`src/rtl/mcd_map.vh`:
```
// register map, field positions and timing constants of the control block
`ifndef MCD_MAP_VH
`define MCD_MAP_VH
`define MCD_ADR_DAC_LO 8'h30
`define MCD_ADR_DAC_HI 8'h31
`define MCD_ADR_MSC_LO 8'h34
`define MCD_ADR_MSC_HI 8'h35
`define MCD_ADR_STAT_LO 8'h3C
`define MCD_ADR_STAT_HI 8'h3D
`define MCD_ADR_CMD_LO 8'h3E
`define MCD_ADR_CMD_HI 8'h3F
`define MCD_ADR_SMPL_LO 8'h36
`define MCD_ADR_ADC_LO 8'h38
`define MCD_ADR_ADC_HI 8'h39
`define MCD_MSC_DR_SEL 0
`define MCD_MSC_DR_POL 1
`define MCD_MSC_DR_EN 2
`define MCD_MSC_ST_EN 0
`define MCD_MSC_REV 1
`define MCD_MSC_NO_PST 2
`define MCD_CMD_LATCH 2
`define MCD_CMD_CLR 4
`define MCD_STAT_ST_FAIL 5
`define MCD_DAC_HI_MASK 8'h0F
`define MCD_RST_BYTE 8'h00
`define MCD_RST_DAC 12'h000
`define MCD_RST_SMPL 8'h01
`define MCD_ST_SMPL 8'h00
`define MCD_INCL_ST 14'h05C8
`define MCD_ANGLE_FULL 14'h3840
`define MCD_CLK_MHZ 100
`define MCD_PST_HP_US 13000
`define MCD_PST_LP_US 35000
`define MCD_PST_HP_CYC (`MCD_PST_HP_US * `MCD_CLK_MHZ)
`define MCD_PST_LP_CYC (`MCD_PST_LP_US * `MCD_CLK_MHZ)
`endif

```
`src/rtl/mcd_dr_pulse.v`:
```
// data-ready pulse generator driven by processing-cycle events
`timescale 1ns/10ps
module mcd_dr_pulse #(
	parameter CNT_W = 16
) (
	input wire core_clk,
	input wire rst_b,
	input wire cycle_done,
	input wire [CNT_W-1:0] period_cyc,
	output reg dr_active_ff
);
	reg [CNT_W-1:0] cnt_ff;
	reg [CNT_W-1:0] nxt_cnt;
	reg nxt_active;
	wire [CNT_W-1:0] low_at;

	// drop point at a quarter of the period, inside the 15..35 percent band
	assign low_at = {2'b00, period_cyc[CNT_W-1:2]};

	// set on cycle end, clear partway through the next cycle
	always @* begin
		nxt_cnt = cnt_ff;
		nxt_active = dr_active_ff;
		if (cycle_done) begin
			nxt_active = 1'b1;
			nxt_cnt = {CNT_W{1'b0}};
		end else if (dr_active_ff) begin
			nxt_cnt = cnt_ff + {{(CNT_W-1){1'b0}}, 1'b1};
			if (cnt_ff >= low_at)
				nxt_active = 1'b0;
		end
	end

	always @(posedge core_clk or negedge rst_b) begin
		if (!rst_b) begin
			cnt_ff <= {CNT_W{1'b0}};
			dr_active_ff <= 1'b0;
		end else begin
			cnt_ff <= nxt_cnt;
			dr_active_ff <= nxt_active;
		end
	end
endmodule // mcd_dr_pulse

```
`src/rtl/mcd_misc_ctrl.v`:
```
// miscellaneous control and dac latch register bank
`timescale 1ns/10ps
`include "mcd_map.vh"
module mcd_misc_ctrl #(
	parameter PST_HP_CYC = `MCD_PST_HP_CYC,
	parameter PST_LP_CYC = `MCD_PST_LP_CYC,
	parameter ST_CYC = 32'd1000,
	parameter CNT_W = 16
) (
	input wire core_clk,
	input wire rst_b,
	input wire reg_wr,
	input wire reg_rd,
	input wire [7:0] reg_addr,
	input wire [7:0] reg_wdata,
	output reg [7:0] reg_rdata_ff,
	input wire [2:0] nv_dr_cfg,
	output wire [2:0] nv_dr_cfg_out,
	input wire low_power,
	input wire cycle_done,
	input wire [CNT_W-1:0] period_cyc,
	input wire st_fail_event,
	input wire [13:0] incl_raw,
	output reg [13:0] incl_out_ff,
	output wire st_active,
	input wire [7:0] sample_period_in,
	output wire [7:0] sample_period_reg,
	input wire [11:0] adc_result,
	input wire alm_en,
	input wire alm_sel,
	input wire alm_level,
	input wire [1:0] gpio_dir,
	input wire [1:0] gpio_level,
	output wire aux_pin_zero_o,
	output wire aux_pin_zero_oe_b,
	output wire aux_pin_one_o,
	output wire aux_pin_one_oe_b,
	output reg [11:0] dac_code_ff,
	output wire [15:0] status_out
);
	localparam ST_IDLE = 2'b00;
	localparam ST_PWRUP = 2'b01;
	localparam ST_RUN = 2'b10;

	reg [2:0] dr_cfg_ff;
	reg [2:0] st_cfg_ff;
	reg [7:0] dac_lo_ff;
	reg [3:0] dac_hi_ff;
	reg st_fail_ff;
	reg [7:0] smpl_save_ff;
	reg [7:0] smpl_ff;
	reg [1:0] st_state_ff;
	reg [1:0] nxt_st_state;
	reg [31:0] st_cnt_ff;
	reg [31:0] nxt_st_cnt;
	reg cfg_load_ff;
	reg [11:0] adc_ff;
	reg pin0_o;
	reg pin0_oe;
	reg pin1_o;
	reg pin1_oe;
	wire dr_active;
	wire dr_level;
	wire wr_cmd;
	wire st_busy;
	wire st_start;
	wire [31:0] pst_cyc;

	// register write decode helper
	function hit;
		input [7:0] a;
		input [7:0] b;
		begin
			hit = (a == b);
		end
	endfunction

	assign wr_cmd = reg_wr && hit(reg_addr, `MCD_ADR_CMD_LO);
	assign pst_cyc = low_power ? PST_LP_CYC : PST_HP_CYC;

	// data-ready configuration, restored from the saved copy after reset
	always @(posedge core_clk or negedge rst_b) begin
		if (!rst_b) begin
			dr_cfg_ff <= 3'b000;
			cfg_load_ff <= 1'b1;
		end else if (cfg_load_ff) begin
			dr_cfg_ff <= nv_dr_cfg;
			cfg_load_ff <= 1'b0;
		end else if (reg_wr && hit(reg_addr, `MCD_ADR_MSC_LO)) begin
			dr_cfg_ff <= reg_wdata[2:0];
		end
	end
	assign nv_dr_cfg_out = dr_cfg_ff;

	// self-test control bits are volatile
	always @(posedge core_clk or negedge rst_b) begin
		if (!rst_b) begin
			st_cfg_ff <= 3'b000;
		end else if (reg_wr && hit(reg_addr, `MCD_ADR_MSC_HI)) begin
			st_cfg_ff <= reg_wdata[2:0];
		end else if (st_state_ff == ST_RUN && !st_cfg_ff[`MCD_MSC_ST_EN] && st_cnt_ff == 32'd0) begin
			st_cfg_ff <= st_cfg_ff;
		end
	end

	// dac bytes stored without touching the output
	always @(posedge core_clk or negedge rst_b) begin
		if (!rst_b) begin
			dac_lo_ff <= `MCD_RST_BYTE;
			dac_hi_ff <= 4'h0;
		end else if (reg_wr && hit(reg_addr, `MCD_ADR_DAC_LO)) begin
			dac_lo_ff <= reg_wdata;
		end else if (reg_wr && hit(reg_addr, `MCD_ADR_DAC_HI)) begin
			dac_hi_ff <= reg_wdata[3:0];
		end
	end

	// both bytes move together so no half-updated code appears
	always @(posedge core_clk or negedge rst_b) begin
		if (!rst_b) begin
			dac_code_ff <= `MCD_RST_DAC;
		end else if (wr_cmd && reg_wdata[`MCD_CMD_LATCH]) begin
			dac_code_ff <= {dac_hi_ff, dac_lo_ff};
		end
	end

	// self-test sequencer: power-up run, then continuous when enabled
	always @* begin
		nxt_st_state = st_state_ff;
		nxt_st_cnt = st_cnt_ff;
		case (st_state_ff)
		ST_PWRUP: begin
			if (st_cnt_ff == 32'd0) begin
				nxt_st_state = ST_IDLE;
			end else begin
				nxt_st_cnt = st_cnt_ff - 32'd1;
			end
		end
		ST_RUN: begin
			if (!st_cfg_ff[`MCD_MSC_ST_EN]) begin
				nxt_st_state = ST_IDLE;
			end else if (st_cnt_ff == 32'd0) begin
				nxt_st_cnt = ST_CYC;
			end else begin
				nxt_st_cnt = st_cnt_ff - 32'd1;
			end
		end
		ST_IDLE: begin
			if (st_cfg_ff[`MCD_MSC_ST_EN]) begin
				nxt_st_state = ST_RUN;
				nxt_st_cnt = ST_CYC;
			end
		end
		default: begin
			nxt_st_state = ST_IDLE;
		end
		endcase
	end

	always @(posedge core_clk or negedge rst_b) begin
		if (!rst_b) begin
			st_state_ff <= ST_IDLE;
			st_cnt_ff <= 32'd0;
		end else if (cfg_load_ff) begin
			// skip bit is cleared by reset, so the power-up test always runs
			st_state_ff <= st_cfg_ff[`MCD_MSC_NO_PST] ? ST_IDLE : ST_PWRUP;
			st_cnt_ff <= pst_cyc;
		end else begin
			st_state_ff <= nxt_st_state;
			st_cnt_ff <= nxt_st_cnt;
		end
	end
	assign st_busy = (st_state_ff != ST_IDLE);
	assign st_active = st_busy;
	// power-up entry bypasses the sequencer, so it must start the test too
	assign st_start = cfg_load_ff ? !st_cfg_ff[`MCD_MSC_NO_PST] : (!st_busy && nxt_st_state != ST_IDLE);

	// sample period shortened during test and put back afterwards
	always @(posedge core_clk or negedge rst_b) begin
		if (!rst_b) begin
			smpl_ff <= `MCD_RST_SMPL;
			smpl_save_ff <= `MCD_RST_SMPL;
		end else if (st_start) begin
			smpl_save_ff <= sample_period_in;
			smpl_ff <= `MCD_ST_SMPL;
		end else if (st_busy && nxt_st_state == ST_IDLE) begin
			smpl_ff <= smpl_save_ff;
		end else if (!st_busy) begin
			smpl_ff <= sample_period_in;
		end
	end
	assign sample_period_reg = smpl_ff;

	// fail flag: a new failure wins over a clear in the same cycle
	always @(posedge core_clk or negedge rst_b) begin
		if (!rst_b) begin
			st_fail_ff <= 1'b0;
		end else if (st_busy && st_fail_event) begin
			st_fail_ff <= 1'b1;
		end else if (wr_cmd && reg_wdata[`MCD_CMD_CLR]) begin
			st_fail_ff <= 1'b0;
		end
	end
	assign status_out = {10'h000, st_fail_ff, 5'h00};

	// inclination output: fixed angle in test, mirrored when reversed
	always @(posedge core_clk or negedge rst_b) begin
		if (!rst_b) begin
			incl_out_ff <= 14'h0000;
		end else if (st_busy) begin
			incl_out_ff <= `MCD_INCL_ST;
		end else if (st_cfg_ff[`MCD_MSC_REV] && incl_raw != 14'h0000) begin
			incl_out_ff <= `MCD_ANGLE_FULL - incl_raw;
		end else begin
			incl_out_ff <= incl_raw;
		end
	end

	// adc result held as plain 12-bit binary
	always @(posedge core_clk or negedge rst_b) begin
		if (!rst_b) begin
			adc_ff <= 12'h000;
		end else begin
			adc_ff <= adc_result;
		end
	end

	mcd_dr_pulse #(
		.CNT_W(CNT_W)
	) u_dr (
		.core_clk(core_clk),
		.rst_b(rst_b),
		.cycle_done(cycle_done),
		.period_cyc(period_cyc),
		.dr_active_ff(dr_active)
	);

	assign dr_level = dr_cfg_ff[`MCD_MSC_DR_POL] ? dr_active : !dr_active;

	// pin arbitration by priority; lower owners take over when released
	always @* begin
		pin0_o = gpio_level[0];
		pin0_oe = gpio_dir[0];
		pin1_o = gpio_level[1];
		pin1_oe = gpio_dir[1];
		if (alm_en && !alm_sel) begin
			pin0_o = alm_level;
			pin0_oe = 1'b1;
		end
		if (alm_en && alm_sel) begin
			pin1_o = alm_level;
			pin1_oe = 1'b1;
		end
		if (dr_cfg_ff[`MCD_MSC_DR_EN]) begin
			if (dr_cfg_ff[`MCD_MSC_DR_SEL]) begin
				pin1_o = dr_level;
				pin1_oe = 1'b1;
			end else begin
				pin0_o = dr_level;
				pin0_oe = 1'b1;
			end
		end
	end
	assign aux_pin_zero_o = pin0_o;
	assign aux_pin_zero_oe_b = !pin0_oe;
	assign aux_pin_one_o = pin1_o;
	assign aux_pin_one_oe_b = !pin1_oe;

	// read mux; unmapped and write-only bytes read zero
	always @(posedge core_clk or negedge rst_b) begin
		if (!rst_b) begin
			reg_rdata_ff <= 8'h00;
		end else if (reg_rd) begin
			case (reg_addr)
			`MCD_ADR_DAC_LO: reg_rdata_ff <= dac_lo_ff;
			`MCD_ADR_DAC_HI: reg_rdata_ff <= {4'h0, dac_hi_ff};
			`MCD_ADR_MSC_LO: reg_rdata_ff <= {5'h00, dr_cfg_ff};
			`MCD_ADR_MSC_HI: reg_rdata_ff <= {5'h00, st_cfg_ff};
			`MCD_ADR_STAT_LO: reg_rdata_ff <= status_out[7:0];
			`MCD_ADR_ADC_LO: reg_rdata_ff <= adc_ff[7:0];
			`MCD_ADR_ADC_HI: reg_rdata_ff <= {4'h0, adc_ff[11:8]};
			default: reg_rdata_ff <= 8'h00;
			endcase
		end
	end
endmodule // mcd_misc_ctrl

```
`config.mk`:
```
export PLATFORM = sky130hd
export DESIGN_NAME = mcd_misc_ctrl
export DESIGN_NICKNAME = d
export VERILOG_FILES = /design/src/rtl/mcd_dr_pulse.v /design/src/rtl/mcd_misc_ctrl.v
export VERILOG_INCLUDE_DIRS = /design/src /design/src/rtl
export SDC_FILE = /design/constraint.sdc
export NUM_CORES = 1
export LEC_CHECK = 0
export BUFFER_PORTS_ARGS = -buffer_cell sky130_fd_sc_hd__buf_4
export CORE_MARGIN = 10
export CORE_UTILIZATION = 27
export CTS_CLUSTER_SIZE = 24
export DETAILED_ROUTE_END_ITERATION = 8
export PLACE_DENSITY = 0.52
export SETUP_SLACK_MARGIN = 0.2
export SLEW_MARGIN = 5
export SYNTH_ARGS = -nofsm -noshare
export SYNTH_HDL_FRONTEND = slang
export SYNTH_SLANG_ARGS = --single-unit
```
`constraint.sdc`:
```
create_clock -name core_clk -period 2.47 [get_ports core_clk]
set_input_delay 0.1235 -clock core_clk [delete_from_list [all_inputs] [get_ports core_clk]]
set_output_delay 0.1235 -clock core_clk [all_outputs]
set_load 0.05 [all_outputs]
```
* Yosys cells after proc, flatten, opt, wreduce, memory -nomap -nowiden
Cells that the tools add are included.
Storage, ports and cells: register bits after elaboration 133, bits in latches 0, memory bits (writable) 0, bits in read-only memories 0, input port bits 83, word-level logic and storage cells 108, memories 0
Cells by class: add/sub/neg operators 3, $mul 0, divide/modulo/power cells 0, $lt $le $gt $ge 1, equal/unequal tests 14, shift-type cells 0, mux-type cells 42, bitwise gates (word level) 1, reduce and logical (&&, ||, !) cells 31
Operators with widths (number):
- two-way mux 32 bit | 5
- case mux 32 bit (3 select lines) | 1
- equality test 8 x 6 -> 1 bit, second input constant | 8
- case mux 8 bit (7 select lines) | 1
- zero test 32 bit | 1
- two-way mux 16 bit | 2
- subtractor 32 x 1 -> 32 bit, second input constant | 1
- two-way mux 14 bit | 2
- two-way mux 8 bit | 3
- two-way mux 22 bit | 1
- two-way mux 1 bit | 20
- adder 16 x 1 -> 16 bit, second input constant | 1
- greater-or-equal comparator 16 x 14 -> 1 bit | 1
- nonzero test 14 bit | 1
- subtractor 14 bit, first input constant | 1
- logical AND 1 bit | 13
- nonzero test 2 bit | 5
- != test 3 bit, second input constant | 3
- two-way mux 2 bit | 4
- zero test 1 bit | 6
- two-way mux 3 bit | 2
- case mux 2 bit (3 select lines) | 1
- zero test 2 bit | 2
- AND reduction 4 bit | 1
- 6 further kinds | 6

* Longest topological paths before layout
Gate-level depths: netlist (run 1).
word-level depth 7, mapped depth 10

* Hierarchy
From an unflattened synthesis (run 1), not the netlist that was laid out.
Second synthesis, totals: cell total of the unflattened synthesis 728, area total of the unflattened synthesis 7402.1 um^2
By module, submodules not included:
- mcd_misc_ctrl | times used 1, cells an instance 597, area each 6204.7 um^2, seq. area each 2906.5 um^2
- mcd_dr_pulse | times used 1, cells an instance 131, area each 1197.4 um^2, seq. area each 425.4 um^2

* Worst setup path after synthesis (run 1)
OpenSTA, ideal clock, no wires.
path kind register to register, start reg st_cnt_ff[14], end reg st_cnt_ff[2], library setup time 0.118 ns, data arrival time 2.295 ns, slack 0.057 ns, stages on the path, launching flop included 9, period minus slack after synthesis 2.413 ns, cell sequence dfrtp_1 -> or4_1 -> buf_2 -> or4_4 -> nor4_4 -> or2b_1 -> buf_6 -> o21ai_1 -> a21o_1
On the way: word-level cells in the longest chain between the ends 5, elaborated cells on any way between the ends 7, those cells by class 1 x eq/ne; 4 x mux; 2 x reduce/logical
Ends and longest elaborated chain:
- from (decl) | line mcd_misc_ctrl.v:54 | reg [31:0] st_cnt_ff;
- from (signal assigned) | line mcd_misc_ctrl.v:167 | st_cnt_ff <= pst_cyc;
- from (signal assigned) | line mcd_misc_ctrl.v:170 | st_cnt_ff <= nxt_st_cnt;
- zero test 32 bit * | line mcd_misc_ctrl.v:133, mcd_misc_ctrl.v:142
- two-way mux 32 bit | line mcd_misc_ctrl.v:142 | end else if (st_cnt_ff == 32'd0) begin
- two-way mux 32 bit | line mcd_misc_ctrl.v:140 | if (!st_cfg_ff[`MCD_MSC_ST_EN]) begin
- case mux 32 bit (3 select lines) | line mcd_misc_ctrl.v:131 | case (st_state_ff)
- two-way mux 32 bit | line mcd_misc_ctrl.v:164 | end else if (cfg_load_ff) begin
Mark *: on every way between the ends. The rest lies on a longest branch, timed or not. The select of a mux whose other input is x is not followed. A chain may end at the register's enable or synchronous reset.

* Worst setup path in the final report (run 1)
start reg st_cnt_ff[29], end reg st_cnt_ff[2]
Same word-level chain as after synthesis.

==> flow_summary.toml, run 1 <==
[power]
max-vdd-ir-drop_mv = 0.375
power_leakage_nw = 4.55
total_power_mw = 5.88
powerDensity_nw_per_um2 = 591

[layout]
drive_gt1_frac = 0.348
reg.largest.list = "st_cnt_ff (32), u_dr.cnt_ff (16), incl_out_ff (14)"
nets = 1003
diodes = 0
regMostFlops = "st_cnt_ff"
fin_util = 0.394
fin_cells = 1245
syn2layout_area_growth_pct = 43.0
n_fill_cell = 2507
largest_reg_flops = 32

[placement]
placed_cells = 1153
gp_congestion = 0.759
dp_hpwl_um = 14400
place.port_buffers = 131

[clocking]
clk_pin_slew_ps = 70
numCtsBuffers = 17
cts.htree.levels = 4
cts_tree = "built"
clockBufferDepth = 2
clk_latency_ps = 420
cts.sinks = 133
clockRootBuffer = "clkbuf_16"

[route]
drt-total-wl_um = 20000
wl_per_cell_um = 16.1
via_per_inst = 4.72
drtPass1Iterations = 4
drt_first_iter_violations = 327
route.vias.total = 5880
postRouteAntennaNets = 0
drcViolationCount = 0

[setup_path]
critical_path.max_fanout = 6
crit_family = "simple AND/OR/NAND/NOR gates"
critPathRequiredTime_ps = 2780
crit_buf_inv = 1
slowest_delay_ps = 560
critPathSlowestCell = "or4b_4"
crit_type = "flip-flop to flip-flop"
crit_chain = "or4_4 -> or4b_4 -> nor4_4 -> or2b_1 -> buf_6 -> o21ai_2 -> a21o_1"
critPathArrivalTime_ps = 2790
start_kind = "flip-flop"
end_kind = "flip-flop"

[grt]
antenna_found_initial = 0
grt_use_total = 0.123
grt_max_degree = 66
grt_pass1_wl_um = 33200
grt_overflow = 0
grt_pass1_vias = 6213

[timing]
slew_headroom = 0.545
period_needed_ps = 2490
fin_setup_tns_ps = -25.1
fin_ws_ps = -16.0
fin_worst_skew_ps = 13.5
grt_setup_unrepaired = "yes"
finalSetupViolCount = 3
slew_violations = 0
tightestPinTransition_ps = 679
fmax_mhz = 402
post-route-period-util = 1.01
hold_viol_final = 0

[yosys]
synth-async-reset-ratio = 1.00
ys_seq_area_frac = 0.479
ys.warnings.count = 0
synth_cell_types = 71
postSynthCellCount = 687
synth_edf_count = 0
syn_area_um2 = 6950
avgSynthCellArea_um2 = 10.1
synth_ff_type = "dfrtp_1"
ys_ff_latch = 133

[die]
die_h_um = 180
ioPinCount = 149
die_w_um = 180
coreArea_um2 = 25300
fp-row-count = 58
dieArea_um2 = 32600
initial_core_util = 0.275

[min_path]
holdCritPathClass = "primary input to flip-flop"

[outcome]
status = "finished, violations left"
failed_checks = "setup timing"

[flow_run]
max_cap_viol_count = 0
[worst reg2reg max path, delay by kind of cell, from the launching register on]
kind | cells | cell delay [ps]
AOI/OAI and AO/OA | 2 | 210
buffers and inverters | 1 | 150
DFF | 1 | 380
and+or+nand+nor | 4 | 1650
[cell families after synthesis]
family                   synth area share
multiplexers                       0.0866
AND/OR/NAND/NOR                     0.175
other                            0.000539
adder cells (fa/ha/maj)            0.0324
XOR/XNOR                           0.0290
buffers and inverters              0.0515
flip-flops                          0.479
AO/OA/AOI/OAI                       0.145
[layout by cell type (no fill, tap or decap), types with 5 or more instances in the layout]
cell / count
o21ai_0: 16
xnor2_1: 8
nor2b_1: 6
mux2i_1: 14
inv_1: 22
buf_6: 10
nor2_2: 6
inv_6: 5
a21o_1: 10
xor2_1: 15
nor4_1: 10
conb_1: 16
nor2_1: 70
ha_1: 18
o22ai_1: 5
dlygate4sd3_1: 48
mux2_2: 39
nand2b_1: 8
or3_1: 8
nand2_1: 49
nor3_1: 9
o21ai_2: 10
o22a_1: 6
a31oi_1: 19
a311oi_2: 5
inv_8: 6
dfrtp_1: 129
a22o_1: 5
nand3_1: 19
nand4_1: 5
clkbuf_16: 17
buf_4: 163
a21oi_1: 24
buf_12: 7
[repair_timing]
item | 4_1_cts | 5_1_grt
hold buffers | 48 | 0
resized for setup | 35 | 28
setup endpoints to repair | 38 | 41
endpoints found under the hold margin | 122 | 0
pin swaps | 33 | 22
setup buffers | 7 | 4
gates cloned | 1 | 0
[final timing paths]
check	from	endpoint	slack, ps	cells after the start
worst max-delay path	st_cnt_ff[29]$_DFFE_PN0P_	st_cnt_ff[2]$_DFFE_PN0P_	-20	7
worst min-delay path	cycle_done	u_dr.cnt_ff[1]$_DFFE_PN0P_	20	2
worst max register to register	st_cnt_ff[29]$_DFFE_PN0P_	st_cnt_ff[2]$_DFFE_PN0P_	-20	7
worst min register to register	st_cnt_ff[9]$_DFFE_PN0P_	st_cnt_ff[9]$_DFFE_PN0P_	490	1
max in group asynchronous	rst_b	u_dr.cnt_ff[8]$_DFFE_PN0P_	1560	3
min in group asynchronous	rst_b	smpl_save_ff[7]$_DFFE_PN0P_	270	2
[routing by layer]
metal	global-route usage	part of all wire	vias to the layer above
met5	0	0	-
met4	0.0374	0.010	0
met3	0.0456	0.072	16
met2	0.194	0.47	137
met1	0.153	0.45	2833
li1	-	-	2894
[cell type report]
type                            count  area, um^2  area share
Timing Repair Buffer              228        1960       0.197
Clock buffer                       17         425      0.0428
Clock inverter                     15         150      0.0151
Sequential cell                   133        3330       0.335
Tap cell                          330         413      0.0415
Inverter                           24        90.1     0.00906
Multi-Input combinational cell    498        3570       0.360
[cell usage after synthesis (6+ instances only)]
master	count	area share
a21o_1	10	0.011
a21oi_1	28	0.020
a311oi_1	9	0.011
a31oi_1	19	0.017
buf_2	7	0.0050
buf_4	17	0.018
clkbuf_1	21	0.011
dfrtp_1	130	0.47
ha_1	18	0.032
inv_1	22	0.012
mux2_2	39	0.063
mux2i_1	14	0.020
nand2_1	50	0.027
nand2b_1	8	0.0072
nand3_1	21	0.015
nor2_1	75	0.040
nor2b_1	6	0.0054
nor3_1	12	0.0086
nor4_1	11	0.0099
o21ai_0	21	0.015
o21ai_1	8	0.0058
o22a_1	6	0.0076
o2bb2ai_1	7	0.0088
or3_1	9	0.0081
or4_1	6	0.0065
xnor2_1	8	0.010
xor2_1	15	0.019
[report_power, final]
part | total (mW) | switching, mW | internal [mW]
registers | 2.39 | 0.0977 | 2.29
clock network | 2.48 | 1.13 | 1.35
logic | 1.00 | 0.569 | 0.433
[stage by stage]
step                      worst slack [ps]  hold WS [ps]  instance area (um^2)
after floorplan                        147          -172                  7030
after global placement                5.17           188                  8530
after detailed placement             -20.8           178                  8530
after CTS                             18.1          2.37                  9790
after global routing                 -86.3          17.6                  9940
final                                -16.0          20.9                  9940
(Power assumes the default switching activity.)
==> run 2, diff against run 1 <==
--- a/config.mk
+++ b/config.mk
@@ -9,8 +9,10 @@
 export BUFFER_PORTS_ARGS = -buffer_cell sky130_fd_sc_hd__buf_4
 export CORE_MARGIN = 10
 export CORE_UTILIZATION = 27
+export CTS_BUF_LIST = sky130_fd_sc_hd__clkbuf_4
 export CTS_CLUSTER_SIZE = 24
 export DETAILED_ROUTE_END_ITERATION = 8
+export GPL_ROUTABILITY_DRIVEN = 1
 export PLACE_DENSITY = 0.52
 export SETUP_SLACK_MARGIN = 0.2
 export SLEW_MARGIN = 5
==> run 2 against run 1 <==
  * The flow still finishes with violations (setup timing)
  * Clock power fell by 40%
  * Die area unchanged
  * Utilization decreased by 0.49 points
  * Via count rose by 1.8%
  * Sequential power hardly changed
  * Hold slack better by 40 ps
  * Routed wire length is 2.3% higher
  * Global-route usage hardly changed
  * Cell area is 1.2% lower
  * Worst setup slack lost 28 ps
==> flow_summary.toml, run 2 (synthesis results as in run 1) <==
[outcome]
status = "finished, violations left"
failed_checks = "setup timing"

[layout]
final_cell_mix = "174 x buf_4, 129 x dfrtp_1, 72 x nor2_1"
reg.largest.list = "st_cnt_ff (32), u_dr.cnt_ff (16), incl_out_ff (14)"
nets = 1029
n_fill_cell = 2535
syn2layout_area_growth_pct = 41.3
final_common_cell = "buf_4"
fin_util = 0.389
largest_reg_flops = 32
regMostFlops = "st_cnt_ff"
drive_gt1_frac = 0.333
fin_cells = 1272

[timing]
fmax_mhz = 398
fin_ws_ps = -43.6
grt_setup_unrepaired = "yes"
hold_slack_ps = 61.1
slew_violations = 0
period_needed_ps = 2510
finalSetupViolCount = 12
post-route-period-util = 1.02
tightestPinTransition_ps = 633
fin_worst_skew_ps = 22.2
fin_setup_tns_ps = -281
slew_headroom = 0.575
hold_viol_final = 0

[setup_path]
critPathRequiredTime_ps = 2940
rrSetupSlack_ps = -40
r2r-start = "st_cnt_ff[16]$_DFFE_PN0P_"
rr_worst_depth = 7
cp_common_cell = "or4_4"
startpoint = "st_cnt_ff[16]$_DFFE_PN0P_"
critPathArrivalTime_ps = 2990
crit_chain = "or4_4 -> or4_4 -> nor4_4 -> or2b_1 -> buf_6 -> o21ai_2 -> a21o_1"
rr_endpoint = "st_cnt_ff[2]$_DFFE_PN0P_"
end_kind = "flip-flop"
start_kind = "flip-flop"
slowest_delay_ps = 550
critPathSlowestCell = "or4_4"
critical_path.max_fanout = 6
crit_type = "flip-flop to flip-flop"

[route]
drt_first_iter_violations = 356
wl_per_cell_um = 16.1
drt-total-wl_um = 20500
drcViolationCount = 0
postRouteAntennaNets = 0
drtPass1Iterations = 5
via_per_inst = 4.70
route.vias.total = 5983

[min_path]
holdPathEnd = "reg_rdata_ff[4]$_DFFE_PN0P_"
hp-start = "reg_addr[2]"
holdPathStages = 3
holdCritPathClass = "primary input to flip-flop"

[clocking]
cts.htree.levels = 4
clockRootBuffer = "clkbuf_4"
cts.sinks = 133
numCtsBuffers = 17
clockBufferDepth = 2
clk_pin_slew_ps = 150
clk_latency_ps = 580
cts_tree = "built"

[grt]
grt_max_degree = 66
antenna_found_initial = 1
grt_pass1_vias = 6233
grt_pass1_wl_um = 33200
grt_overflow = 0
grt_use_total = 0.123

[die]
die_h_um = 180
ioPinCount = 149
dieArea_um2 = 32600
initial_core_util = 0.275
coreArea_um2 = 25300
die_w_um = 180
fp-row-count = 58

[flow_run]
max_cap_viol_count = 0

[power]
powerDensity_nw_per_um2 = 498
power_leakage_nw = 4.52
total_power_mw = 4.89
max-vdd-ir-drop_mv = 0.242

[placement]
place.port_buffers = 131
gp_congestion = 0.759
dp_hpwl_um = 14400
placed_cells = 1153
## run 2: worst max path at each step
stage,to,slack [ps],cells after the start
after floorplan,st_cnt_ff[28]$_DFFE_PN0P_,150,7
after global placement,st_cnt_ff[4]$_DFFE_PN0P_,5,6
after detailed placement,sample_period_reg[7]$_DFFE_PN0P_,-20,9
after CTS,st_cnt_ff[4]$_DFFE_PN0P_,20,6
after global routing,st_cnt_ff[2]$_DFFE_PN0P_,-140,7
final,st_cnt_ff[2]$_DFFE_PN0P_,-40,7
## run 2: worst max-delay path: cells and delay by family (launching register included)
kind	cells	cell delay, ps
AO/OA/AOI/OAI	2	200
flip-flops	1	400
buffers and inverters	1	160
AND/OR/NAND/NOR	4	1670
## run 2: routing by layer
layer	wire [um]	share of wire	GRT usage
met3	1370	0.067	0.0470
met2	9620	0.47	0.197
met5	0	0	0
met4	171	0.0083	0.0292
met1	9330	0.46	0.152
## run 2: power breakdown
group	leakage, nW	switching [mW]	internal (mW)
combinational	2.66	0.575	0.452
clock	0.156	1.02	0.463
sequential	1.70	0.0990	2.29
total	4.52	1.69	3.20
## run 2: final cells by class
class,instances,area [um^2],share of cell area
multi-input cells,499,3540,0.360
flip-flops and latches,133,3330,0.339
repair buffers,253,2170,0.221
well taps,330,413,0.0420
clock inverters,15,150,0.0153
clock buffers,17,128,0.0130
inverters,24,90.1,0.00917
diodes,1,2.50,0.000255
## run 2: metrics by stage
step / cell area, um^2 / setup WS, ps
after floorplan: 7030 / 147
after global placement: 8530 / 5.17
after detailed placement: 8530 / -20.8
after CTS: 9570 / 18.2
after global routing: 9820 / -142
final: 9820 / -43.6
## run 2: repair_timing
item,in CTS,in global routing
gates cloned,1,2
setup buffers,5,12
endpoints found under the hold margin,196,0
pin swaps,17,19
gates resized for setup,15,32
endpoints found under the setup margin,38,42
hold buffers,66,0
==> run 3, diff against run 2 <==
--- a/config.mk
+++ b/config.mk
@@ -13,7 +13,7 @@
 export CTS_CLUSTER_SIZE = 24
 export DETAILED_ROUTE_END_ITERATION = 8
 export GPL_ROUTABILITY_DRIVEN = 1
-export PLACE_DENSITY = 0.52
+export PLACE_DENSITY_LB_ADDON = 0.05
 export SETUP_SLACK_MARGIN = 0.2
 export SLEW_MARGIN = 5
 export SYNTH_ARGS = -nofsm -noshare
==> run 3 against run 2 <==
  * The run still ends with setup timing left
  * Count of clock-buffer cells in the layout did not move
  * Critical path depth unchanged
  * Utilization up 1.2 points
  * First-iteration DRC count down 35%
  * Combinational power is 8% higher
  * Largest power group unchanged
  * Hold slack got worse by 5.9 ps
  * Via count up 3.1%
  * Routed wire length is 6.9% higher
  * Die area did not move
  * Sequential cell count unchanged
==> flow_summary.toml, run 3 (synthesis results as in run 1) <==
[route]
postRouteAntennaNets = 0
drcViolationCount = 0
wl_per_cell_um = 17.1
drtPass1Iterations = 4
drt-total-wl_um = 21900
route.vias.total = 6169
via_per_inst = 4.80
drt_first_iter_violations = 231

[setup_path]
r2r-start = "st_cnt_ff[27]$_DFFE_PN0P_"
critical_path.max_fanout = 7
crit_type = "flip-flop to flip-flop"
start_kind = "flip-flop"
critPathRequiredTime_ps = 2910
end_kind = "flip-flop"
startpoint = "st_cnt_ff[27]$_DFFE_PN0P_"
critPathArrivalTime_ps = 2920

[placement]
gp_congestion = 0.826
placed_cells = 1166
dp_hpwl_um = 15300
placed_area_um2 = 8610
place.port_buffers = 131

[power]
total_power_mw = 5.04
power_leakage_nw = 4.62
max-vdd-ir-drop_mv = 0.220
powerDensity_nw_per_um2 = 498

[grt]
grt_pass1_wl_um = 35200
grt_use_total = 0.132
grt_overflow = 0
grt_pass1_vias = 6633
antenna_found_initial = 1
grt_max_degree = 55

[layout]
regMostFlops = "st_cnt_ff"
nets = 1041
design_area_um2 = 10100
fin_cells = 1284
multi_input_area_um2 = 3660
syn2layout_area_growth_pct = 45.5
layout.area.seq_um2 = 3330
final_cell_mix = "179 x buf_4, 129 x dfrtp_1, 70 x nor2_1"
final_common_cell = "buf_4"
drive_gt1_frac = 0.357
n_fill_cell = 2521
largest_reg_flops = 32
reg.largest.list = "st_cnt_ff (32), u_dr.cnt_ff (16), incl_out_ff (14)"

[die]
initial_core_util = 0.275
die_h_um = 180
dieArea_um2 = 32600
coreArea_um2 = 25300
ioPinCount = 149
die_w_um = 180
fp-row-count = 58

[timing]
fmax_mhz = 403
slew_violations = 0
post-route-period-util = 1.00
grt_setup_unrepaired = "yes"
fin_ws_ps = -10.9
tightestPinTransition_ps = 672
slew_headroom = 0.551
fin_worst_skew_ps = 24.6
hold_slack_ps = 55.2
hold_viol_final = 0
finalSetupViolCount = 4
period_needed_ps = 2480

[clocking]
cts_tree = "built"
clockRootBuffer = "clkbuf_4"
numCtsBuffers = 17
cts.sinks = 133
cts.htree.levels = 4
clk_latency_ps = 550
clockBufferDepth = 2
clk_pin_slew_ps = 150

[outcome]
status = "finished, violations left"
failed_checks = "setup timing"

[flow_run]
max_cap_viol_count = 0

[min_path]
holdCritPathClass = "primary input to async pin"
-- run 3: final cells by class --
cell class,count,area share
multi-input combinational,498,0.361
sequential,133,0.330
timing repair buffer,266,0.231
tap,330,0.0408
clock inverter,15,0.0155
clock buffer,17,0.0126
inverter,24,0.00891
antenna,1,0.000247
-- run 3: stage by stage --
| step | setup TNS, ps | setup WS, ps | util |
|---|---|---|---|
| after floorplan | 0 | 147 | - |
| after global placement | 0 | 39.6 | 0.341 |
| after detailed placement | 0 | 26.2 | 0.341 |
| after CTS | -5.77 | -3.86 | 0.387 |
| after global routing | -1070 | -123 | 0.401 |
| final | -23.3 | -10.9 | 0.401 |
-- run 3: timing repair --
action / CTS / global route
pin swaps: 20 / 14
setup endpoints to repair: 37 / 46
gates resized for setup: 27 / 46
buffers inserted: 7 / 10
cloned: 3 / 1
endpoints found under the hold margin: 173 / 0
hold buffers: 64 / 0
-- run 3: path summary, 6_finish.rpt --
path	to	slack, ps	cells after the start
max	st_cnt_ff[11]$_DFFE_PN0P_	-10	7
min reg2reg	st_cnt_ff[9]$_DFFE_PN0P_	510	1
max reg2reg	st_cnt_ff[11]$_DFFE_PN0P_	-10	7
max in group asynchronous	sample_period_reg[0]$_DFFE_PN1P_	1590	3
min in group core_clk	incl_out_ff[1]$_DFF_PN0_	60	5
min	u_dr.cnt_ff[15]$_DFFE_PN0P_	60	2
-- run 3: where the power goes --
group          switching, mW  internal [mW]
registers             0.0980           2.29
logic                  0.613          0.497
clock network          0.995          0.547
total                   1.71           3.33
-- run 3: per-layer routing --
metal  GRT usage  routed length, um
met5           0                  0
met4      0.0397                271
met3      0.0386               1160
met2       0.220              10800
met1       0.159               9710
-- run 3: critical path, cell delays in order (launching register included) --
cell	delay, ps
dfrtp_1	410
or4_4	550
or4b_4	520
nor4_4	310
or2b_1	220
buf_12	150
o211ai_1	90
nor2b_1	130
